### config.mk
export PLATFORM = sky130hd
export DESIGN_NAME = pdc_top
export DESIGN_NICKNAME = d
export VERILOG_FILES = /design/src/pdc_pkg.sv /design/src/pdc_cfg_reg.sv /design/src/pdc_div_decode.sv /design/src/pdc_top.sv
export SDC_FILE = /design/constraint.sdc
export NUM_CORES = 1
export LEC_CHECK = 0
export BUFFER_PORTS_ARGS = -buffer_cell sky130_fd_sc_hd__buf_2
export CAP_MARGIN = 20
export CORE_MARGIN = 8
export CORE_UTILIZATION = 35
export DETAILED_ROUTE_END_ITERATION = 10
export PLACE_DENSITY_LB_ADDON = 0.05
export SYNTH_ARGS = -nofsm -noshare
export SYNTH_HDL_FRONTEND = slang
export SYNTH_SLANG_ARGS = --single-unit
### constraint.sdc
create_clock -name aclk -period 2.2 [get_ports aclk]
set_input_delay 0.44 -clock aclk [delete_from_list [all_inputs] [get_ports aclk]]
set_output_delay 0.44 -clock aclk [all_outputs]
set_load 0.01 [all_outputs]
### src/pdc_pkg.sv
// Shared constants for the loop divider and powerdown configuration bank
package pdc_pkg;

	// Bus geometry
	localparam int ADDR_W = 8;
	localparam int DATA_W = 32;
	localparam int REG_W = 16;
	localparam int NUM_CFG = 3;
	localparam int NUM_SEL = 4;

	// Register indices; byte address is four times the index
	localparam logic [ADDR_W-1:0] IDX_LOOP_DIV = 8'h19;
	localparam logic [ADDR_W-1:0] IDX_POWERDOWN = 8'h1A;
	localparam logic [ADDR_W-1:0] IDX_REF_FUSE = 8'h1B;
	localparam logic [ADDR_W-1:0] IDX_STATUS = 8'h1C;
	localparam logic [ADDR_W-1:0] ADDR_LOOP_DIV = IDX_LOOP_DIV << 2;
	localparam logic [ADDR_W-1:0] ADDR_POWERDOWN = IDX_POWERDOWN << 2;
	localparam logic [ADDR_W-1:0] ADDR_REF_FUSE = IDX_REF_FUSE << 2;
	localparam logic [ADDR_W-1:0] ADDR_STATUS = IDX_STATUS << 2;

	// One-hot select positions
	localparam int SEL_LOOP = 0;
	localparam int SEL_PWR = 1;
	localparam int SEL_REF = 2;
	localparam int SEL_STAT = 3;

	// Reset values and writable-bit masks
	localparam logic [REG_W-1:0] RST_LOOP_DIV = 16'h0440;
	localparam logic [REG_W-1:0] RST_POWERDOWN = 16'h0020;
	localparam logic [REG_W-1:0] RST_REF_FUSE = 16'h0000;
	localparam logic [REG_W-1:0] WM_LOOP_DIV = 16'hFFFC;
	localparam logic [REG_W-1:0] WM_POWERDOWN = 16'hFCFF;
	localparam logic [REG_W-1:0] WM_REF_FUSE = 16'h8800;
	localparam logic [REG_W-1:0] CFG_RESET [NUM_CFG] =
		'{RST_LOOP_DIV, RST_POWERDOWN, RST_REF_FUSE};
	localparam logic [REG_W-1:0] CFG_WMASK [NUM_CFG] =
		'{WM_LOOP_DIV, WM_POWERDOWN, WM_REF_FUSE};

	// Loop divider fields
	localparam int M_MSB = 15;
	localparam int M_LSB = 8;
	localparam int N_MSB = 7;
	localparam int N_LSB = 4;
	localparam int BTUNE_MSB = 3;
	localparam int BTUNE_LSB = 2;
	localparam logic [6:0] M_MIN_CODE = 7'h04;

	// Powerdown fields
	localparam int COARSE_MSB = 15;
	localparam int COARSE_LSB = 10;
	localparam int BIT_BIAS = 7;
	localparam int BIT_TSENSE = 6;
	localparam int BIT_SYNTH = 5;
	localparam int BIT_CLKRCV = 4;
	localparam int BIT_CHA = 3;
	localparam int BIT_CHB = 2;
	localparam int BIT_CHC = 1;
	localparam int BIT_CHD = 0;

	// Reference and fuse fields
	localparam int BIT_EXTREF = 15;
	localparam int BIT_FUSE = 11;

	// Status fields
	localparam int ST_LF_MSB = 2;
	localparam int ST_LF_LSB = 0;
	localparam int ST_LOCK = 3;
	localparam int ST_MVALID = 4;
	localparam logic [2:0] LF_LOCK_MIN = 3'h2;
	localparam logic [2:0] LF_LOCK_MAX = 3'h5;

	// Bus responses
	localparam logic [1:0] RESP_OKAY = 2'h0;
	localparam logic [1:0] RESP_SLVERR = 2'h2;

endpackage

### src/pdc_cfg_reg.sv
// One configuration word with byte lanes and protected reserved bits
module pdc_cfg_reg #(
	parameter int WIDTH = 16,
	parameter logic [WIDTH-1:0] RESET_VAL = '0,
	parameter logic [WIDTH-1:0] WRITE_MASK = '1
) (
	input wire logic aclk,
	input wire logic aresetn,
	input wire logic we,
	input wire logic [WIDTH-1:0] wdata,
	input wire logic [WIDTH/8-1:0] be,
	output logic [WIDTH-1:0] q
);

	logic [WIDTH-1:0] lane_mask;
	logic [WIDTH-1:0] wmask;

	// Expand byte strobes to bit mask
	always_comb begin
		lane_mask = '0;
		for (int i = 0; i < WIDTH / 8; i++) begin
			lane_mask[i*8 +: 8] = {8{be[i]}};
		end
	end

	assign wmask = lane_mask & WRITE_MASK;

	// Reserved bits never take write data
	always_ff @(posedge aclk) begin
		if (!aresetn) begin
			q <= RESET_VAL;
		end else if (we) begin
			q <= (q & ~wmask) | (wdata & wmask);
		end
	end
endmodule

### src/pdc_div_decode.sv
// Decodes loop divider codes into divide ratios
module pdc_div_decode (
	input wire logic [7:0] m_code,
	input wire logic [3:0] n_code,
	output logic [7:0] m_value,
	output logic m_valid,
	output logic [4:0] n_value
);

	// Top code bit doubles the lower seven bits
	always_comb begin
		if (!m_code[7]) begin
			m_value = {1'b0, m_code[6:0]};
		end else begin
			m_value = {m_code[6:0], 1'b0};
		end
		m_valid = (m_code[6:0] >= pdc_pkg::M_MIN_CODE);
	end

	// Ratio is the code plus one
	assign n_value = {1'b0, n_code} + 5'h01;

endmodule

### src/pdc_top.sv
// AXI4-Lite bank for loop divider, powerdown and reference selection
module pdc_top (
	input wire logic aclk,
	input wire logic aresetn,
	input wire logic [pdc_pkg::ADDR_W-1:0] s_axi_awaddr,
	input wire logic [2:0] s_axi_awprot,
	input wire logic s_axi_awvalid,
	output logic s_axi_awready,
	input wire logic [pdc_pkg::DATA_W-1:0] s_axi_wdata,
	input wire logic [pdc_pkg::DATA_W/8-1:0] s_axi_wstrb,
	input wire logic s_axi_wvalid,
	output logic s_axi_wready,
	output logic [1:0] s_axi_bresp,
	output logic s_axi_bvalid,
	input wire logic s_axi_bready,
	input wire logic [pdc_pkg::ADDR_W-1:0] s_axi_araddr,
	input wire logic [2:0] s_axi_arprot,
	input wire logic s_axi_arvalid,
	output logic s_axi_arready,
	output logic [pdc_pkg::DATA_W-1:0] s_axi_rdata,
	output logic [1:0] s_axi_rresp,
	output logic s_axi_rvalid,
	input wire logic s_axi_rready,
	input wire logic [2:0] loop_filter_volt,
	output logic [7:0] m_div_value,
	output logic m_div_code_valid,
	output logic [4:0] n_div_value,
	output logic [1:0] vco_bias_tune,
	output logic [5:0] vco_coarse_tune,
	output logic bias_sleep,
	output logic tsense_sleep,
	output logic synth_sleep,
	output logic clk_rcv_sleep,
	output logic sync_strobe_input_sleep,
	output logic chan_a_powerdown,
	output logic chan_b_powerdown,
	output logic chan_c_powerdown,
	output logic chan_d_powerdown,
	output logic ext_ref_sel,
	output logic fuse_sleep
);

	localparam int REG_W = pdc_pkg::REG_W;
	localparam int NUM_CFG = pdc_pkg::NUM_CFG;
	localparam int NUM_SEL = pdc_pkg::NUM_SEL;

	// Address to one-hot register select, shared by both paths
	function automatic logic [NUM_SEL-1:0] reg_decode(
		input logic [pdc_pkg::ADDR_W-1:0] a
	);
		logic [NUM_SEL-1:0] sel;
		sel = '0;
		sel[pdc_pkg::SEL_LOOP] = (a == pdc_pkg::ADDR_LOOP_DIV);
		sel[pdc_pkg::SEL_PWR] = (a == pdc_pkg::ADDR_POWERDOWN);
		sel[pdc_pkg::SEL_REF] = (a == pdc_pkg::ADDR_REF_FUSE);
		sel[pdc_pkg::SEL_STAT] = (a == pdc_pkg::ADDR_STATUS);
		return sel;
	endfunction

	logic aw_full_q;
	logic [pdc_pkg::ADDR_W-1:0] awaddr_q;
	logic w_full_q;
	logic [pdc_pkg::DATA_W-1:0] wdata_q;
	logic [pdc_pkg::DATA_W/8-1:0] wstrb_q;
	logic bvalid_q;
	logic [1:0] bresp_q;
	logic rvalid_q;
	logic [1:0] rresp_q;
	logic [pdc_pkg::DATA_W-1:0] rdata_q;
	logic [pdc_pkg::DATA_W-1:0] rdata_d;
	logic [NUM_SEL-1:0] wr_sel;
	logic [NUM_SEL-1:0] rd_sel;
	logic wr_fire;
	logic rd_fire;
	logic [REG_W-1:0] cfg_q [NUM_CFG];
	logic [REG_W-1:0] loop_word;
	logic [REG_W-1:0] pwr_word;
	logic [REG_W-1:0] ref_word;
	logic [REG_W-1:0] status_word;
	logic [7:0] m_value_d;
	logic m_valid_d;
	logic [4:0] n_value_d;
	logic [7:0] m_div_value_q;
	logic m_div_code_valid_q;
	logic [4:0] n_div_value_q;
	logic in_lock_range;

	// Protection bits are accepted and not used
	assign s_axi_awready = !aw_full_q;
	assign s_axi_wready = !w_full_q;
	assign s_axi_arready = !rvalid_q;
	assign s_axi_bvalid = bvalid_q;
	assign s_axi_bresp = bresp_q;
	assign s_axi_rvalid = rvalid_q;
	assign s_axi_rresp = rresp_q;
	assign s_axi_rdata = rdata_q;

	// Write commits only once address and data are both held
	assign wr_fire = aw_full_q && w_full_q && !bvalid_q;
	assign rd_fire = s_axi_arvalid && s_axi_arready;
	assign wr_sel = reg_decode(awaddr_q);
	assign rd_sel = reg_decode(s_axi_araddr);

	// Write address holding stage
	always_ff @(posedge aclk) begin
		if (!aresetn) begin
			aw_full_q <= 1'b0;
			awaddr_q <= '0;
		end else if (s_axi_awvalid && s_axi_awready) begin
			aw_full_q <= 1'b1;
			awaddr_q <= s_axi_awaddr;
		end else if (wr_fire) begin
			aw_full_q <= 1'b0;
		end
	end

	// Write data holding stage
	always_ff @(posedge aclk) begin
		if (!aresetn) begin
			w_full_q <= 1'b0;
			wdata_q <= '0;
			wstrb_q <= '0;
		end else if (s_axi_wvalid && s_axi_wready) begin
			w_full_q <= 1'b1;
			wdata_q <= s_axi_wdata;
			wstrb_q <= s_axi_wstrb;
		end else if (wr_fire) begin
			w_full_q <= 1'b0;
		end
	end

	// Write response; unmapped writes are dropped with an error
	always_ff @(posedge aclk) begin
		if (!aresetn) begin
			bvalid_q <= 1'b0;
			bresp_q <= pdc_pkg::RESP_OKAY;
		end else if (wr_fire) begin
			bvalid_q <= 1'b1;
			bresp_q <= (|wr_sel) ? pdc_pkg::RESP_OKAY : pdc_pkg::RESP_SLVERR;
		end else if (s_axi_bready) begin
			bvalid_q <= 1'b0;
		end
	end

	// Configuration words, each with its own reserved mask
	for (genvar i = 0; i < NUM_CFG; i++) begin : g_cfg
		pdc_cfg_reg #(
			.WIDTH(REG_W),
			.RESET_VAL(pdc_pkg::CFG_RESET[i]),
			.WRITE_MASK(pdc_pkg::CFG_WMASK[i])
		) u_reg (
			.aclk(aclk),
			.aresetn(aresetn),
			.we(wr_fire && wr_sel[i]),
			.wdata(wdata_q[REG_W-1:0]),
			.be(wstrb_q[REG_W/8-1:0]),
			.q(cfg_q[i])
		);
	end

	assign loop_word = cfg_q[pdc_pkg::SEL_LOOP];
	assign pwr_word = cfg_q[pdc_pkg::SEL_PWR];
	assign ref_word = cfg_q[pdc_pkg::SEL_REF];

	// Lock window flag helps software walk the coarse tuning
	assign in_lock_range = (loop_filter_volt >= pdc_pkg::LF_LOCK_MIN) &&
		(loop_filter_volt <= pdc_pkg::LF_LOCK_MAX);

	// Read-only status view of the block
	always_comb begin
		status_word = '0;
		status_word[pdc_pkg::ST_LF_MSB:pdc_pkg::ST_LF_LSB] = loop_filter_volt;
		status_word[pdc_pkg::ST_LOCK] = in_lock_range;
		status_word[pdc_pkg::ST_MVALID] = m_div_code_valid_q;
	end

	// Read mux; upper half word always reads zero
	always_comb begin
		rdata_d = '0;
		unique case (1'b1)
			rd_sel[pdc_pkg::SEL_LOOP]: rdata_d[REG_W-1:0] = loop_word;
			rd_sel[pdc_pkg::SEL_PWR]: rdata_d[REG_W-1:0] = pwr_word;
			rd_sel[pdc_pkg::SEL_REF]: rdata_d[REG_W-1:0] = ref_word;
			rd_sel[pdc_pkg::SEL_STAT]: rdata_d[REG_W-1:0] = status_word;
			default: rdata_d = '0;
		endcase
	end

	// Read channel; one read outstanding at a time
	always_ff @(posedge aclk) begin
		if (!aresetn) begin
			rvalid_q <= 1'b0;
			rresp_q <= pdc_pkg::RESP_OKAY;
			rdata_q <= '0;
		end else if (rd_fire) begin
			rvalid_q <= 1'b1;
			rresp_q <= (|rd_sel) ? pdc_pkg::RESP_OKAY : pdc_pkg::RESP_SLVERR;
			rdata_q <= rdata_d;
		end else if (s_axi_rready) begin
			rvalid_q <= 1'b0;
		end
	end

	pdc_div_decode u_div (
		.m_code(loop_word[pdc_pkg::M_MSB:pdc_pkg::M_LSB]),
		.n_code(loop_word[pdc_pkg::N_MSB:pdc_pkg::N_LSB]),
		.m_value(m_value_d),
		.m_valid(m_valid_d),
		.n_value(n_value_d)
	);

	// Registered ratios; lag the register word by one cycle
	always_ff @(posedge aclk) begin
		if (!aresetn) begin
			m_div_value_q <= '0;
			m_div_code_valid_q <= 1'b0;
			n_div_value_q <= '0;
		end else begin
			m_div_value_q <= m_value_d;
			m_div_code_valid_q <= m_valid_d;
			n_div_value_q <= n_value_d;
		end
	end

	assign m_div_value = m_div_value_q;
	assign m_div_code_valid = m_div_code_valid_q;
	assign n_div_value = n_div_value_q;

	// Bias tuning passes through; normal value is software's job
	assign vco_bias_tune = loop_word[pdc_pkg::BTUNE_MSB:pdc_pkg::BTUNE_LSB];
	assign vco_coarse_tune = pwr_word[pdc_pkg::COARSE_MSB:pdc_pkg::COARSE_LSB];

	// Sleep controls straight from register flops
	assign bias_sleep = pwr_word[pdc_pkg::BIT_BIAS];
	assign tsense_sleep = pwr_word[pdc_pkg::BIT_TSENSE];
	assign synth_sleep = pwr_word[pdc_pkg::BIT_SYNTH];
	assign clk_rcv_sleep = pwr_word[pdc_pkg::BIT_CLKRCV];
	assign sync_strobe_input_sleep = pwr_word[pdc_pkg::BIT_CLKRCV];
	assign chan_a_powerdown = pwr_word[pdc_pkg::BIT_CHA];
	assign chan_b_powerdown = pwr_word[pdc_pkg::BIT_CHB];
	assign chan_c_powerdown = pwr_word[pdc_pkg::BIT_CHC];
	assign chan_d_powerdown = pwr_word[pdc_pkg::BIT_CHD];

	// Reference select and fuse sleep; fuses stay awake until written
	assign ext_ref_sel = ref_word[pdc_pkg::BIT_EXTREF];
	assign fuse_sleep = ref_word[pdc_pkg::BIT_FUSE];
endmodule

==> flow_metrics.py, run 1 <==
metrics = {
    "flow_run": {
        "cap_violations": 0,
    },
    "final_layout": {
        "area_growth_pct": 20.9,
        "final_util": 0.426,
        "drive_gt1_frac": 0.257,
        "nFillCells": 1114,
        "nets": 574,
        "antenna-diode-count": 0,
        "stdcell_area_um2": 4540,
        "multiInputGateArea_um2": 1710,
        "seq_area_um2": 1840,
    },
    "route": {
        "wl_mm": 10.1,
        "ant_nets": 0,
        "route.vias.total": 3032,
        "wl_per_cell_um": 15.6,
        "drc": 0,
        "drt_iter0_drc": 113,
        "first_pass_iters": 4,
        "vias_per_cell": 4.66,
    },
    "global_routing": {
        "track_usage": 0.143,
        "top_usage_layer": "met2",
        "use_met2": 0.207,
        "grt.overflow.total": 0,
        "grt_pass1_wl_mm": 16.5,
        "grt_max_degree": 40,
        "use_met3": 0.0390,
        "grt_pass1_vias": 3093,
        "use_met1": 0.197,
        "antenna_found_initial": 0,
    },
    "yosys": {
        "ys_types": 43,
        "yosys.area.top_type": "dfxtp_1",
        "synth_edf_count": 0,
        "synthFlopType": "dfxtp_1",
        "netlist_instances": 408,
        "synth-seq-cells": 92,
        "synthArstFlopShare": 0,
        "avgSynthCellArea_um2": 9.20,
        "yosysMostFrequentCell": "dfxtp_1",
        "synthTopCellsByArea": "dfxtp_1, mux2i_1, nand2_1",
        "yosys.area.top_type_share": 0.491,
        "yosys-top-cells-count": "dfxtp_1, nand2_1, nor2_1",
        "syn_area_um2": 3750,
        "seq_area_frac_synth": 0.491,
        "ys.warnings.count": 0,
    },
    "clocking": {
        "cts.sinks": 92,
        "path_clk_slew_ps": 90,
        "post_cts_resized": 0,
        "clockRootBuffer": "clkbuf_8",
        "clock_latency_ps": 360,
        "htreeDepth": 3,
        "cts_setup_buffers": 0,
        "hold_buffers": 0,
        "cts_buffer_depth": 2,
        "cts_tree": "done",
        "numCtsBuffers": 9,
    },
    "worst_setup_path": {
        "crit_path_max_fanout": 5,
        "crit_slowest_cell": "or4_1",
        "start_kind": "register",
        "worst_setup_path_end_kind": "register",
        "crit_required_ps": 2440,
        "cp_slowest_stage_delay_ps": 700,
        "critPathKind": "register to register",
        "r2r-start": "awaddr_q[1]",
        "critical_path.cell_chain": "nand4bb_1 -> or4_1 -> mux2i_1 -> nor2_1",
        "crit_start": "awaddr_q[1]",
        "cp_top_family": "simple AND/OR/NAND/NOR gates",
        "cp_num_buf_inv": 0,
        "arrival_ps": 2070,
    },
    "min_path": {
        "holdCritStartpoint": "s_axi_rready",
        "hold_class": "input port to register",
    },
    "timing": {
        "tns_ps": 0,
        "max-slew-margin-rel": 0.513,
        "drv_slew": 0,
        "holdWs_ps": 274,
        "min_period_over_period": 0.833,
        "worst_pin_slew_ps": 729,
        "min_period_ps": 1830,
        "max_freq_mhz": 545,
        "setup_viol_count_final": 0,
        "rsz0062_at_grt": "no",
        "hold_viol": 0,
        "skew_ps": 9.62,
    },
    "power": {
        "powerDensity_nw_per_um2": 703,
        "vdd_drop_max_mv": 0.324,
        "p_leak_nw": 1.90,
        "p_total_w": 0.00319,
    },
    "die": {
        "coreArea_um2": 10700,
        "core.rowCount": 38,
        "die_x_um": 120,
        "dieArea_um2": 14300,
        "initial_core_util": 0.352,
        "io_pins": 142,
        "die_h_um": 120,
    },
    "placement": {
        "dpl_cell_area_um2": 4330,
        "place.gp.congestion": 0.707,
        "place_hpwl_mm": 7.62,
        "numPortBuffers": 99,
    },
    "status": {
        "status": "finished clean",
    },
}
## layer usage
| layer | vias up | share of wire | wire length [um] |
|---|---|---|---|
| met5 | - | 0 | 0 |
| met4 | 0 | 0.014 | 138 |
| met3 | 11 | 0.052 | 528 |
| met2 | 81 | 0.42 | 4290 |
| met1 | 1378 | 0.51 | 5190 |
| li1 | 1562 | - | - |
## layout make-up
type / count / share of cell area
Clock buffer: 11 / 0.0334
Clock inverter: 5 / 0.0130
Inverter: 7 / 0.00579
Multi-Input combinational cell: 286 / 0.378
Sequential cell: 92 / 0.406
Tap cell: 140 / 0.0386
Timing Repair Buffer: 109 / 0.126
## worst reg2reg max path, stage by stage, from the launching register on
cell	delay (ps)
dfxtp_1	330
nand4bb_1	460
or4_1	700
mux2i_1	170
nor2_1	50
## final timing paths
check	end	slack [ps]	cells after the start
max	register	370	4
min reg2reg	s_axi_rdata[7]	450	2
max reg2reg	register	370	4
min	s_axi_rvalid	270	2
## layout by cell type, fill, tap and decap left out, types with 4 or more instances in the layout
master,count
a21oi_1,30
a22o_1,6
a22oi_1,9
buf_2,99
buf_4,10
clkbuf_8,11
conb_1,18
dfxtp_1,92
inv_1,6
mux2i_1,40
nand2_1,55
nand3_1,7
nand4bb_1,4
nor2_1,54
nor2b_1,7
o21ai_0,6
o21ai_1,12
## power by group
| part | leakage [nW] | total, W | internal [W] | switching, W |
|---|---|---|---|---|
| combinational | 1.05 | 0.000254 | 0.0000984 | 0.000156 |
| sequential | 0.748 | 0.00174 | 0.00171 | 0.0000388 |
| clock | 0.102 | 0.00119 | 0.000590 | 0.000603 |
| total | 1.90 | 0.00319 | 0.00239 | 0.000797 |
## kinds of logic (layout without fill, tap and decap cells)
group | after synthesis | in the layout | synth area share
simple gates | 152 | 152 | 0.205
other cells | 1 | 18 | 0.000999
fa+ha+maj | 1 | 1 | 0.00333
xor+xnor | 4 | 4 | 0.00934
buf+inv | 47 | 132 | 0.0700
flops | 92 | 92 | 0.491
compound gates | 71 | 71 | 0.114
mux | 40 | 40 | 0.107
## stage by stage
| step | setup WS [ps] | cells |
|---|---|---|
| final | 366 | 650 |
| after floorplan | 501 | 425 |
| after CTS | 341 | 650 |
| after global routing | 250 | 650 |
| after detailed placement | 268 | 634 |
| after global placement | 297 | 634 |
(Power assumes the default switching activity.)
==> run 2: changes to the inputs <==
--- a/config.mk
+++ b/config.mk
@@ -5,6 +5,7 @@
 export SDC_FILE = /design/constraint.sdc
 export NUM_CORES = 1
 export LEC_CHECK = 0
+export ABC_AREA = 1
 export BUFFER_PORTS_ARGS = -buffer_cell sky130_fd_sc_hd__buf_2
 export CAP_MARGIN = 20
 export CORE_MARGIN = 8
==> constraint.sdc (replaced) <==
create_clock -name aclk -period 1.7 [get_ports aclk]
set_input_delay 0.34 -clock aclk [delete_from_list [all_inputs] [get_ports aclk]]
set_output_delay 0.34 -clock aclk [all_outputs]
set_load 0.01 [all_outputs]
==> run 2 against run 1 <==
  * Maximum frequency grew 36%
  * Wire length increased by 1.1%
  * First-iteration DRC count increased by 78%
  * Worst setup slack worse by 19 ps
  * Utilization up 0.64 points
  * Synthesized cell count grew 27%
  * Global-route usage shrank 0.18 points
  * Power up 39%
  * Sequential power increased by 30%
  * Combinational power rose by 42%
  * Sequential share of layout area is 1.3 points lower
  * Non-clock buffer count is 1 lower
  * Critical path type unchanged
  * Largest power group unchanged
==> flow_metrics.py, run 2 <==
metrics = {
    "clocking": {
        "path_clk_slew_ps": 90,
        "cts_buffer_depth": 2,
        "cts_setup_buffers": 0,
        "post_cts_resized": 0,
        "hold_buffers": 0,
        "htreeDepth": 3,
        "cts.sinks": 92,
        "clock_latency_ps": 370,
        "numCtsBuffers": 9,
        "cts_tree": "done",
        "clockRootBuffer": "clkbuf_8",
    },
    "final_layout": {
        "nFillCells": 1169,
        "seq_area_um2": 1840,
        "stdcell_area_um2": 4690,
        "area_growth_pct": 21.0,
        "final_cells": 761,
        "antenna-diode-count": 0,
        "final_util": 0.432,
        "final_common_cell": "nor2_1",
        "layout_common_cells": "nor2_1, buf_2, dfxtp_1, nand2_1, o21ai_0",
        "multiInputGateArea_um2": 1660,
        "nets": 685,
        "drive_gt1_frac": 0.243,
    },
    "yosys": {
        "synth_edf_count": 0,
        "ys_types": 28,
        "synth-seq-cells": 92,
        "avgSynthCellArea_um2": 7.45,
        "yosys.area.top_type": "dfxtp_1",
        "ys.warnings.count": 0,
        "synthTopCellsByArea": "dfxtp_1, nor2_1, o21ai_0",
        "yosys.area.top_type_share": 0.476,
        "netlist_instances": 520,
        "syn_area_um2": 3870,
        "yosysMostFrequentCell": "nor2_1",
        "synthArstFlopShare": 0,
        "synthFlopType": "dfxtp_1",
        "seq_area_frac_synth": 0.476,
        "yosys-top-cells-count": "nor2_1, dfxtp_1, nand2_1",
    },
    "status": {
        "status": "finished clean",
    },
    "worst_setup_path": {
        "cp_slowest_stage_delay_ps": 320,
        "crit_required_ps": 1970,
        "r2r-start": "awaddr_q[7]",
        "critPathKind": "register to register",
        "r2r_cells": 8,
        "start_kind": "register",
        "critical_path.cell_chain": "inv_2 -> nand2_1 -> nor2_1 -> nand2_1 -> nor2_4 -> nand2_2 -> o21ai_0 -> nor2_1",
        "arrival_ps": 1620,
        "worst_setup_path_end_kind": "register",
        "reg2reg_slack_ps": 350,
        "crit_slowest_cell": "dfxtp_1",
        "crit_path_max_fanout": 7,
    },
    "global_routing": {
        "grt_max_degree": 38,
        "antenna_found_initial": 0,
        "track_usage": 0.141,
        "grt_pass1_wl_mm": 16.7,
        "grt.overflow.total": 0,
        "grt_pass1_vias": 3329,
    },
    "route": {
        "wl_per_cell_um": 13.5,
        "wl_mm": 10.3,
        "ant_nets": 0,
        "drc": 0,
        "route.vias.total": 3421,
        "drt_iter0_drc": 201,
        "first_pass_iters": 4,
        "vias_per_cell": 4.50,
    },
    "timing": {
        "max_freq_mhz": 739,
        "setup_viol_count_final": 0,
        "worst_pin_slew_ps": 663,
        "hold_viol": 0,
        "min_period_over_period": 0.796,
        "rsz0062_at_grt": "no",
        "max-slew-margin-rel": 0.558,
        "tns_ps": 0,
        "min_period_ps": 1350,
        "drv_slew": 0,
        "skew_ps": 10.8,
    },
    "flow_run": {
        "cap_violations": 0,
    },
    "power": {
        "powerDensity_nw_per_um2": 944,
        "vdd_drop_max_mv": 0.381,
        "p_leak_nw": 2.27,
    },
    "placement": {
        "place_hpwl_mm": 8.00,
        "dpl_cell_area_um2": 4440,
        "place.gp.congestion": 0.772,
        "dpl.cell_count": 745,
        "numPortBuffers": 99,
    },
    "min_path": {
        "min_path_cells": 3,
        "holdCritStartpoint": "s_axi_wdata[3]",
        "hold_class": "input port to register",
        "min_to": "wdata_q[3]",
    },
    "die": {
        "dieArea_um2": 14700,
        "io_pins": 142,
        "coreArea_um2": 10800,
        "core.rowCount": 38,
        "die_h_um": 121,
        "initial_core_util": 0.357,
        "die_x_um": 121,
    },
}
==> run 2: cell types whose count changed in the layout (fill, tap and decap cells not counted), sizes merged, moves of 22 or more <==
cell and change:
nor2 +60, o21ai +46, inv +42, mux2i -40, nand3 +25, nand2 +22
==> run 2: critical path: cells and delay by family, from the launching register on <==
kind            cells  cell delay (ps)
buf+inv             1               40
flops               1              320
compound gates      1              210
simple gates        6              680
==> run 2: cell type report <==
| type | count | share of cell area |
|---|---|---|
| Sequential cell | 92 | 0.393 |
| Multi-Input combinational cell | 356 | 0.355 |
| Timing Repair Buffer | 108 | 0.123 |
| Inverter | 49 | 0.0395 |
| Tap cell | 140 | 0.0374 |
| Clock buffer | 9 | 0.0264 |
| Clock inverter | 7 | 0.0262 |
==> run 2: through the flow <==
| step | hold WS, ps | worst slack [ps] | power, W |
|---|---|---|---|
| finish | 186 | 348 | 0.00442 |
| global route | 186 | 171 | 0.00463 |
| CTS | 174 | 320 | 0.00449 |
| detailed placement | 434 | 206 | 0.00268 |
| global placement | 431 | 217 | 0.00267 |
| floorplan | 422 | 510 | 0.00257 |
==> run 2: routing by layer <==
metal  wire length (um)  vias up  track usage
li1                   -     1826            -
met1               4900     1479        0.185
met2               4320      104        0.209
met3                868       12       0.0479
met4                166        0       0.0517
met5                  0        -            0
==> run 2: kinds of logic (layout without fill, tap and decap cells) <==
group / count (synthesis) / count (layout) / share of synthesized area
AO/OA/AOI/OAI: 107 / 107 / 0.143
adder cells (fa/ha/maj): 1 / 1 / 0.00323
buffers and inverters: 89 / 173 / 0.111
flip-flops: 92 / 92 / 0.476
other: 1 / 18 / 0.000968
AND/OR/NAND/NOR: 230 / 230 / 0.266
==> run 2: worst max-delay path by stage <==
stage	startpoint	slack [ps]	cells after the start	end
global placement	s_axi_araddr[4]	220	8	s_axi_rdata[13]
CTS	awaddr_q[7]	320	8	register
finish	awaddr_q[7]	350	8	register
detailed placement	s_axi_araddr[4]	210	8	s_axi_rdata[13]
global route	awaddr_q[0]	170	8	register
floorplan	s_axi_bvalid	510	8	register
==> run 2: power by group <==
group          switching (W)  internal [W]  total [W]
Sequential         0.0000414       0.00222    0.00226
Clock               0.000812      0.000986    0.00180
Combinational       0.000234      0.000126   0.000360
